==> config.mk <==
export PLATFORM = sky130hd
export DESIGN_NAME = hot_swap_and_vpd_capability
export DESIGN_NICKNAME = d
export VERILOG_FILES = /design/src/hw/cap_pkg.sv /design/src/hw/eeprom_if.sv /design/src/hw/eeprom_port.sv /design/src/hw/hot_swap_and_vpd_capability.sv
export SDC_FILE = /design/constraint.sdc
export NUM_CORES = 1
export LEC_CHECK = 0
export BUFFER_PORTS_ARGS = -buffer_cell sky130_fd_sc_hd__buf_2
export CORE_UTILIZATION = 33
export CTS_CLUSTER_SIZE = 8
export DETAILED_ROUTE_END_ITERATION = 10
export PLACE_DENSITY = 0.52
export SLEW_MARGIN = 20
export SYNTH_ARGS = -nofsm -noshare
export SYNTH_HDL_FRONTEND = slang
export SYNTH_HIERARCHICAL = 1
export SYNTH_SLANG_ARGS = --single-unit
==> constraint.sdc <==
create_clock -name ref_clk -period 4.2 [get_ports ref_clk]
set_clock_uncertainty 0.1 [all_clocks]
set_input_delay 0.84 -clock ref_clk [delete_from_list [all_inputs] [get_ports ref_clk]]
set_output_delay 0.84 -clock ref_clk [all_outputs]
set_load 0.005 [all_outputs]
==> src/hw/cap_pkg.sv <==
// Constants for the hot swap and product data capability items
package cap_pkg;
   localparam logic [7:0]  HS_OFFSET      = 8'he4;
   localparam logic [7:0]  PD_OFFSET      = 8'he8;
   localparam logic [7:0]  DATA_OFFSET    = 8'hec;
   localparam logic [7:0]  HS_CAPABILITY_IDENTIFIER      = 8'h06;
   localparam logic [7:0]  PD_CAPABILITY_IDENTIFIER      = 8'h03;
   localparam logic [7:0]  HS_NEXT_PD     = 8'he8;
   localparam logic [7:0]  NEXT_END       = 8'h00;
   localparam logic [7:0]  ADDR_RESET     = 8'h00;
   localparam logic [31:0] DATA_RESET     = 32'h0000_0000;
   localparam int          INS_BIT        = 23;
   localparam int          EXT_BIT        = 22;
   localparam int          LED_BIT        = 19;
   localparam int          MASK_BIT       = 17;
   localparam int          FLAG_BIT       = 31;
   localparam int          ADDR_LSB       = 16;
   localparam int          NEXT_LSB       = 8;
endpackage

==> src/hw/eeprom_if.sv <==
// Request and answer carrier between capability registers and EEPROM port
`timescale 1ns/100ps
interface eeprom_if;
   logic        start;
   logic        write;
   logic [7:0]  addr;
   logic [31:0] wdata;
   logic        done;
   logic [31:0] rdata;
   modport regs (output start, write, addr, wdata, input done, rdata);
   modport port (input start, write, addr, wdata, output done, rdata);
endinterface

==> src/hw/eeprom_port.sv <==
// Passes a 4-byte access to the serial EEPROM engine and returns completion
`timescale 1ns/100ps
module eeprom_port (
   input  wire logic ref_clk,
   input  wire logic sys_rst,
   eeprom_if.port    req,
   output      logic ee_req,
   output      logic ee_write,
   output      logic [7:0]  ee_addr,
   output      logic [31:0] ee_wdata,
   input  wire logic ee_done,
   input  wire logic [31:0] ee_rdata
);
   logic        busy;
   logic        next_busy;
   logic        done;
   logic        next_done;
   logic [31:0] rdata;
   logic [31:0] next_rdata;
   logic        next_ee_req;
   logic        next_ee_write;
   logic [7:0]  next_ee_addr;
   logic [31:0] next_ee_wdata;

   assign req.done  = done;
   assign req.rdata = rdata;

   // Holds the request to the engine until it reports completion
   always_comb begin
      next_busy     = busy;
      next_done     = 1'b0;
      next_rdata    = rdata;
      next_ee_req   = ee_req;
      next_ee_write = ee_write;
      next_ee_addr  = ee_addr;
      next_ee_wdata = ee_wdata;
      if (!busy && req.start) begin
         next_busy     = 1'b1;
         next_ee_req   = 1'b1;
         next_ee_write = req.write;
         next_ee_addr  = req.addr;
         next_ee_wdata = req.wdata;
      end else if (busy && ee_done) begin
         next_busy   = 1'b0;
         next_ee_req = 1'b0;
         next_done   = 1'b1;
         next_rdata  = ee_rdata;
      end
   end

   // Registers the request state
   always_ff @(posedge ref_clk) begin
      if (sys_rst) begin
         busy     <= 1'b0;
         done     <= 1'b0;
         rdata    <= cap_pkg::DATA_RESET;
         ee_req   <= 1'b0;
         ee_write <= 1'b0;
         ee_addr  <= cap_pkg::ADDR_RESET;
         ee_wdata <= cap_pkg::DATA_RESET;
      end else begin
         busy     <= next_busy;
         done     <= next_done;
         rdata    <= next_rdata;
         ee_req   <= next_ee_req;
         ee_write <= next_ee_write;
         ee_addr  <= next_ee_addr;
         ee_wdata <= next_ee_wdata;
      end
   end
endmodule

==> src/hw/hot_swap_and_vpd_capability.sv <==
// Hot swap and product data capability items of the configuration space
`timescale 1ns/100ps
module hot_swap_and_vpd_capability (
   input  wire logic        ref_clk,
   input  wire logic        sys_rst,
   input  wire logic        cfg_wr,
   input  wire logic        cfg_rd,
   input  wire logic [7:0]  cfg_addr,
   input  wire logic [3:0]  cfg_be,
   input  wire logic [31:0] cfg_wdata,
   output      logic [31:0] cfg_rdata,
   output      logic        cfg_ack,
   input  wire logic        eeprom_load_done,
   input  wire logic        host_bus_disable_strap,
   input  wire logic        ejector_switch,
   input  wire logic        product_data_enable,
   output      logic        enumeration_signal,
   output      logic        hot_swap_led,
   output      logic        ee_req,
   output      logic        ee_write,
   output      logic [7:0]  ee_addr,
   output      logic [31:0] ee_wdata,
   input  wire logic        ee_done,
   input  wire logic [31:0] ee_rdata
);
   eeprom_if ee ();

   logic        sw_meta;
   logic        sw_sync;
   logic        load_meta;
   logic        load_sync;
   logic        load_prev;
   logic        insertion_pending;
   logic        extraction_pending;
   logic        blue_led_on;
   logic        enum_irq_mask;
   logic        product_data_flag;
   logic [7:0]  product_data_address;
   logic [31:0] product_data_word;
   logic        start;
   logic        write;
   logic        next_insertion_pending;
   logic        next_extraction_pending;
   logic        next_blue_led_on;
   logic        next_enum_irq_mask;
   logic        next_product_data_flag;
   logic [7:0]  next_product_data_address;
   logic [31:0] next_product_data_word;
   logic        next_start;
   logic        next_write;
   logic [31:0] next_cfg_rdata;
   logic [31:0] hs_word;
   logic [31:0] pd_word;
   logic        hs_wr;
   logic        pd_wr;
   logic        dt_wr;

   assign ee.start = start;
   assign ee.write = write;
   assign ee.addr  = product_data_address;
   assign ee.wdata = product_data_word;

   eeprom_port u_port (
      .ref_clk  (ref_clk),
      .sys_rst  (sys_rst),
      .req      (ee),
      .ee_req   (ee_req),
      .ee_write (ee_write),
      .ee_addr  (ee_addr),
      .ee_wdata (ee_wdata),
      .ee_done  (ee_done),
      .ee_rdata (ee_rdata)
   );

   // Configuration write decode
   assign hs_wr = cfg_wr && cfg_addr == cap_pkg::HS_OFFSET;
   assign pd_wr = cfg_wr && cfg_addr == cap_pkg::PD_OFFSET;
   assign dt_wr = cfg_wr && cfg_addr == cap_pkg::DATA_OFFSET;

   // Read images of both items
   always_comb begin
      hs_word = 32'h0000_0000;
      hs_word[cap_pkg::INS_BIT]  = insertion_pending;
      hs_word[cap_pkg::EXT_BIT]  = extraction_pending;
      hs_word[cap_pkg::LED_BIT]  = blue_led_on;
      hs_word[cap_pkg::MASK_BIT] = enum_irq_mask;
      hs_word[15:8] = product_data_enable ? cap_pkg::HS_NEXT_PD
                                          : cap_pkg::NEXT_END;
      hs_word[7:0] = cap_pkg::HS_CAPABILITY_IDENTIFIER;
      pd_word = 32'h0000_0000;
      pd_word[cap_pkg::FLAG_BIT] = product_data_flag;
      pd_word[23:16] = product_data_address;
      pd_word[15:8] = cap_pkg::NEXT_END;
      pd_word[7:0] = cap_pkg::PD_CAPABILITY_IDENTIFIER;
   end

   // Register next values and read data
   always_comb begin
      next_insertion_pending    = insertion_pending;
      next_extraction_pending   = extraction_pending;
      next_blue_led_on          = blue_led_on;
      next_enum_irq_mask        = enum_irq_mask;
      next_product_data_flag    = product_data_flag;
      next_product_data_address = product_data_address;
      next_product_data_word    = product_data_word;
      next_start                = 1'b0;
      next_write                = write;
      next_cfg_rdata            = 32'h0000_0000;
      if (cfg_rd) begin
         case (cfg_addr)
            cap_pkg::HS_OFFSET:   next_cfg_rdata = hs_word;
            cap_pkg::PD_OFFSET:   next_cfg_rdata = pd_word;
            cap_pkg::DATA_OFFSET: next_cfg_rdata = product_data_word;
            default:              next_cfg_rdata = 32'h0000_0000;
         endcase
      end
      if (hs_wr && cfg_be[2]) begin
         if (cfg_wdata[cap_pkg::INS_BIT])
            next_insertion_pending = 1'b0;
         if (cfg_wdata[cap_pkg::EXT_BIT])
            next_extraction_pending = 1'b0;
         next_blue_led_on   = cfg_wdata[cap_pkg::LED_BIT];
         next_enum_irq_mask = cfg_wdata[cap_pkg::MASK_BIT];
      end
      if (load_sync && !load_prev && !host_bus_disable_strap)
         next_insertion_pending = 1'b1;
      if (sw_sync)
         next_extraction_pending = 1'b1;
      if (dt_wr) begin
         for (int i = 0; i < 4; i++) begin
            if (cfg_be[i])
               next_product_data_word[i*8 +: 8] = cfg_wdata[i*8 +: 8];
         end
      end
      if (pd_wr && cfg_be[2])
         next_product_data_address = cfg_wdata[23:16];
      if (pd_wr && cfg_be[3]) begin
         next_product_data_flag = cfg_wdata[cap_pkg::FLAG_BIT];
         next_write             = cfg_wdata[cap_pkg::FLAG_BIT];
         next_start             = 1'b1;
      end
      // read lands byte-ordered, low byte first
      if (ee.done && !write)
         next_product_data_word = ee.rdata;
      // write done clears flag, read done sets it
      if (ee.done)
         next_product_data_flag = !write;
   end

   // every field to default on reset
   always_ff @(posedge ref_clk) begin
      if (sys_rst) begin
         sw_meta              <= 1'b0;
         sw_sync              <= 1'b0;
         load_meta            <= 1'b0;
         load_sync            <= 1'b0;
         load_prev            <= 1'b0;
         insertion_pending    <= 1'b0;
         extraction_pending   <= 1'b0;
         blue_led_on          <= 1'b0;
         enum_irq_mask        <= 1'b0;
         product_data_flag    <= 1'b0;
         product_data_address <= cap_pkg::ADDR_RESET;
         product_data_word    <= cap_pkg::DATA_RESET;
         start                <= 1'b0;
         write                <= 1'b0;
         cfg_rdata            <= 32'h0000_0000;
         cfg_ack              <= 1'b0;
         enumeration_signal   <= 1'b0;
         hot_swap_led         <= 1'b0;
      end else begin
         sw_meta              <= ejector_switch;
         sw_sync              <= sw_meta;
         load_meta            <= eeprom_load_done;
         load_sync            <= load_meta;
         load_prev            <= load_sync;
         insertion_pending    <= next_insertion_pending;
         extraction_pending   <= next_extraction_pending;
         blue_led_on          <= next_blue_led_on;
         enum_irq_mask        <= next_enum_irq_mask;
         product_data_flag    <= next_product_data_flag;
         product_data_address <= next_product_data_address;
         product_data_word    <= next_product_data_word;
         start                <= next_start;
         write                <= next_write;
         cfg_rdata            <= next_cfg_rdata;
         cfg_ack              <= cfg_rd | cfg_wr;
         enumeration_signal   <= (insertion_pending | extraction_pending)
                                 & ~enum_irq_mask;
         hot_swap_led         <= blue_led_on;
      end
   end

   // Enumeration follows pending bits and mask
   a_enum_gate: assert property (@(posedge ref_clk) disable iff (sys_rst)
      !$past(sys_rst) |-> enumeration_signal ==
      (($past(insertion_pending) | $past(extraction_pending))
       & !$past(enum_irq_mask)))
      else $error("enumeration does not follow pending and mask");
   a_mask_blocks: assert property (@(posedge ref_clk) disable iff (sys_rst)
      enum_irq_mask [*2] |-> !enumeration_signal)
      else $error("mask failed to block enumeration");
   a_led_follow: assert property (@(posedge ref_clk) disable iff (sys_rst)
      !$past(sys_rst) |-> hot_swap_led == $past(blue_led_on))
      else $error("led does not follow control bit");
   a_hs_ident: assert property (@(posedge ref_clk) disable iff (sys_rst)
      cfg_rd && cfg_addr == cap_pkg::HS_OFFSET |=>
      cfg_rdata[7:0] == cap_pkg::HS_CAPABILITY_IDENTIFIER)
      else $error("hot swap identifier wrong");
   a_chain_link: assert property (@(posedge ref_clk) disable iff (sys_rst)
      cfg_rd && cfg_addr == cap_pkg::HS_OFFSET |=> cfg_rdata[15:8] ==
      ($past(product_data_enable) ? cap_pkg::HS_NEXT_PD
                                  : cap_pkg::NEXT_END))
      else $error("hot swap next pointer wrong");
   a_pd_ident: assert property (@(posedge ref_clk) disable iff (sys_rst)
      cfg_rd && cfg_addr == cap_pkg::PD_OFFSET |=> cfg_rdata[15:0] ==
      {cap_pkg::NEXT_END, cap_pkg::PD_CAPABILITY_IDENTIFIER})
      else $error("product data pointer or identifier wrong");
   a_write_done: assert property (@(posedge ref_clk) disable iff (sys_rst)
      ee.done && write |=> !product_data_flag)
      else $error("flag not cleared after write");
   a_read_done: assert property (@(posedge ref_clk) disable iff (sys_rst)
      ee.done && !write |=> product_data_flag
      && product_data_word == $past(ee.rdata))
      else $error("read completion wrong");
   a_ins_set: assert property (@(posedge ref_clk) disable iff (sys_rst)
      load_sync && !load_prev && !host_bus_disable_strap |=> insertion_pending)
      else $error("insertion not set");
   a_ext_set: assert property (@(posedge ref_clk) disable iff (sys_rst)
      sw_sync |=> extraction_pending)
      else $error("extraction not set");
endmodule

* After elaboration in Yosys (flattened, before gate mapping)
Cells that the tools add are included.
** Operators by class
- Equality and inequality tests :: 3
- Multiplexer cells :: 20
- Bitwise gates (word level) :: 6
- Reduce and logical (&&, ||, !) cells :: 35
** Operator list (count)
- $pmux W32 S3 :: 1
- $mux W32 :: 2
- $mux W8 :: 5
- $eq A8 B8 Y1 const B :: 3
- $reduce_bool A2 Y1 :: 11
- $reduce_and A2 Y1 :: 7
- $mux W1 :: 12
- $logic_and A1 B1 Y1 :: 11
- $logic_not A1 Y1 :: 4
- $reduce_or A2 Y1 :: 2
- $not A1 Y1 :: 3
- $or A1 B1 Y1 :: 2
- $and A1 B1 Y1 :: 1
** Word-level totals
- Flip-flop bits (word level) :: 162
- Output and inout bits :: 77
- Word-level logic and storage cells :: 91

* Depth between registers and ports, before layout
- Depth after elaboration :: 5
- Depth in mapped cells :: 6

* Hierarchy
The synthesis kept the hierarchy.
** Modules (own cells, without submodules)
- hot_swap_and_vpd_capability :: instances 1, cells an instance 350, area an instance 3753.6 um2, sequential area each 1741.7 um2
- eeprom_port :: instances 1, cells an instance 338, area an instance 3443.3 um2, sequential area each 1501.4 um2

* Worst setup path before layout
OpenSTA, ideal clock, no wires.
- Path type :: input-to-reg
- From :: input cfg_addr[3]
- To :: register product_data_word[10] (netlist: ee.wdata[10])
- Library setup time :: 0.145 ns
- Arrival time :: 1.758 ns
- Data required time :: 3.955 ns
- Slack :: 2.198 ns
- Stages :: 6
- Path buffers :: 3
- Cells stage by stage :: buf_6 and4_4 buf_6 buf_2 a311oi_1 a211oi_2
** Between the ends
- Longest elaborated chain between the ends :: 4
** Ends and longest elaborated chain
- start, declared :: line hot_swap_and_vpd_capability.sv:8 : input wire logic [7:0] cfg_addr,
- $eq A8 B8 Y1 :: line hot_swap_and_vpd_capability.sv:78 : assign dt_wr = cfg_wr && cfg_addr == cap_pkg::DATA_OFFSET;
- $logic_and A1 B1 Y1 :: line hot_swap_and_vpd_capability.sv:78
- $reduce_bool A2 Y1 (no source line)
- $reduce_and A2 Y1 (no source line)
- end signal, assigned :: line hot_swap_and_vpd_capability.sv:164 : product_data_word <= cap_pkg::DATA_RESET;
- end signal, assigned :: line hot_swap_and_vpd_capability.sv:183 : product_data_word <= next_product_data_word;
- end, declared :: line hot_swap_and_vpd_capability.sv:39 : logic [31:0] product_data_word;
Every way passes these cells.
A chain may end at the register's enable or synchronous reset.

==> impl_results.md <==
- Antenna violations before repair: 1
- Initial Util: roughly 34%
- PortBufs: 161
- Max Root-Sink Buffers: 2
- Hold_sp: load_meta
- CP Data Arrival Time: between 1.5 and 2 ns
- Achievable Freq: 354 MHz
- Core Footprint: 21200 sq um
- Top post-synthesis cells by area: dfxtp_1 (45%), nand4bb_1 (6.4%), nand2b_1 (5.3%)
- CP Launch Type: register
- Share of post-route cells with drive strength above 1: about 34%
- WL/cell: approximately 17 um
- R2R Setup Slk: 2.05 ns
- Multi-input logic area: between 3000 and 4000 sq um
- Total grt overflow: 0
- Synth top area share: a little under half
- RSZ-0062 raised after global routing: no
- Setup TNS: 0 ns
- Slew Limit Fails: 0
- I/O pin cnt: 162
- Die area: 22400 sq um
- FP Rows: 53
- Setup Crit Path Kind: reg2out
- FILL cells: around 2200
- Remaining routing DRC violations: 0
- Hold Crit Class: reg2reg
- Die W: 150 um
- Drt total wl: 18.9 mm
- Clk slew on worst S/H paths: approximately 0.060 ns
- R2r endpoint: u_port/ee_wdata[4]
- FF-to-FF Start: ee.start
- CTS tree: built
- Nets: approximately 900
- Status: complete, no violations
- Number of global-route vias before repair: between 5000 and 6000
- Crit path time final: around 2.8 ns
- # hold bufs at CTS: 0
- Die height: around 150 um
- First-pass GRT wire length: 29.8 mm
- Total power: around 3.2 mW
- Register bit total from synthesis: ~160
- Worst slew pin tran: roughly 0.94 ns
- Endpoint class of the critical path: output pin
- Final cycle utilization of the critical path: 67.2%
- Yosys top cell by area: dfxtp_1
- ANT cells: 0
- H-tree depth: 4
- Cells on worst reg2reg path: 4
- Clk_lat worst skew: roughly 0.42 ns
- Clock tree sinks: approximately 160
- Critical Path RT: 3.26 ns
- Largest fanout on the critical path: 79
- Post-synthesis sequential area ratio: between 40 and 50%
- Post-synthesis cell type count: 51
- Slack of the critical path: 1.38 ns
- GRT Util Overall: roughly 17%
- Setup WS pre-CTS: between 1 and 1.5 ns
- GP Congestion: roughly 0.74
- VDD IR max: around 230 uV
- CP max stage cell: buf_4
- Max stage delay on crit path: roughly 0.66 ns
- Final setup fails: 0
- Layout area overhead: 19.3%
- Post-synthesis cell area: 7200 sq um
- Via count: around 5300
- Largest net degree at the start of global routing: 96
- CP cell instances: buf_4 -> buf_2
- Leak: ~3.4 nW
- Slew margin rel.: roughly 37%
- Synthesized net count: between 700 and 800
- Hold endpoint: load_sync
- Cells after Synth: between 600 and 700
- Cell Pwr Density: between 300 and 400 nW/um^2
- Postcts setup bufs: 0
- Min-Delay Path Depth: 1
- Initial drt markers: about 320
- DPL Wire Length: between 10 and 15 mm
- Vias/cell: about 5
- Final Hold Vio Count: 0
- CTS root buf: clkbuf_16
- MaxCap Viol Count: 0
- Pre-antenna DRT Iters: 6
- Post-CTS Resized: 0
- Synth warnings: 6
- Num CTS Buffers: 17
- Post-route ant nets: 0
- Sequential cell area: 3250 sq um
- Syn Area/Cell: between 10 and 15 sq um
critical path, delay by kind of cell (launching register included):
family | cells | cell delay (ns)
buffers and inverters | 2 | 0.89
DFF | 1 | 0.52
cell type report:
class | instances | share of cell area, %
clock inverter | 8 | 1.22
tap | 275 | 4.01
sequential | 162 | 37.8
clock buffer | 23 | 5.45
multi-input combinational | 438 | 40.3
timing repair buffer | 171 | 10.3
inverter | 20 | 0.875
cells in the final DEF (no fill, tap or decap), types with 3 or more instances in the layout:
master | Yosys | routed
o221a_2 | 16 | 16
a22oi_1 | 4 | 4
nand4_1 | 3 | 3
a21oi_2 | 27 | 27
clkbuf_1 | 24 | 4
nand2b_1 | 61 | 61
nand4bb_1 | 41 | 41
o21ai_0 | 18 | 18
mux2i_1 | 31 | 31
inv_1 | 20 | 20
nor3_1 | 3 | 3
mux2_2 | 4 | 4
clkinvlp_4 | 0 | 3
nand2_1 | 6 | 6
clkbuf_16 | 0 | 17
dfxtp_1 | 162 | 161
buf_4 | 5 | 10
a311oi_1 | 17 | 17
nor2_1 | 17 | 17
nor2b_1 | 10 | 9
o21ai_1 | 23 | 23
a211oi_2 | 16 | 16
and2_1 | 22 | 22
a21oi_1 | 28 | 28
a21bo_2 | 5 | 5
a21bo_1 | 27 | 27
nand3_1 | 32 | 32
buf_2 | 20 | 160
nand4_4 | 3 | 3
power breakdown:
group / internal [mW] / switching (mW) / total [mW]
sequential: 1.54 / 0.00214 / 1.54
combinational: 0.0623 / 0.0916 / 0.154
clock: 0.905 / 0.615 / 1.52
total: 2.51 / 0.709 / 3.22
synth_stat cells, drive strengths merged:
cell type / instances
nand2: 6
nor4b: 1
nand4: 7
o221a: 16
or3b: 1
and2: 22
mux2i: 31
clkbuf: 26
nor3: 4
and2b: 1
and4b: 1
a22oi: 4
dfxtp: 162
o21ai: 41
nand2b: 61
nand3: 33
a31o: 4
o221ai: 1
a311oi: 17
nor2: 17
nand4b: 1
nor3b: 2
a21oi: 55
a211oi: 17
inv: 20
and3: 1
nor4: 1
nor2b: 11
buf: 42
o31ai: 1
and4: 3
mux2: 4
a21bo: 32
or4b: 1
nand4bb: 41
routing by layer:
layer	vias up	part of all wire [%]	track usage, %
li1	2729	-	-
met1	2470	51	26.0
met2	122	44	24.7
met3	9	4.8	3.84
met4	2	0.56	4.85
met5	-	0.069	0
flip-flops by register name (all words and copies together) (netlist names), 8 cells and up:
name and cells:
cfg_rdata 32, ee.wdata 32, u_port/ee_wdata 32, u_port/req.rdata 32, ee.addr 8, u_port/ee_addr 8
stage by stage:
step	hold WS (ns)	area (sq um)	std cells	util, %
6_report	0.339	8580	1097	40.4
3_5_place_dp	0.325	8010	1066	37.7
5_1_grt	0.349	8580	1097	40.4
2_1_floorplan	0.314	7200	688	-
4_1_cts	0.339	8580	1097	40.4
3_3_place_gp	0.319	8010	1066	37.7
worst max-delay path by stage:
stage	from	to	slack (ns)	depth (start not counted)
detailed placement	cfg_addr[1]	cfg_rdata[5]	1.40	4
finish	u_port/busy	ee_req	1.38	2
global route	u_port/busy	ee_req	1.22	2
CTS	u_port/busy	ee_req	1.34	2
global placement	cfg_addr[1]	cfg_rdata[27]	1.45	4
floorplan	cfg_addr[3]	ee.wdata[10]	2.20	6
kinds of logic (layout without fill, tap and decap cells):
logic type	count (synthesis)	count (layout)	synth area share, %
flops	162	162	45.1
simple gates	215	215	21.7
mux	35	35	4.94
compound gates	188	188	21.4
buf+inv	88	222	6.94
(Power assumes the default switching activity.)
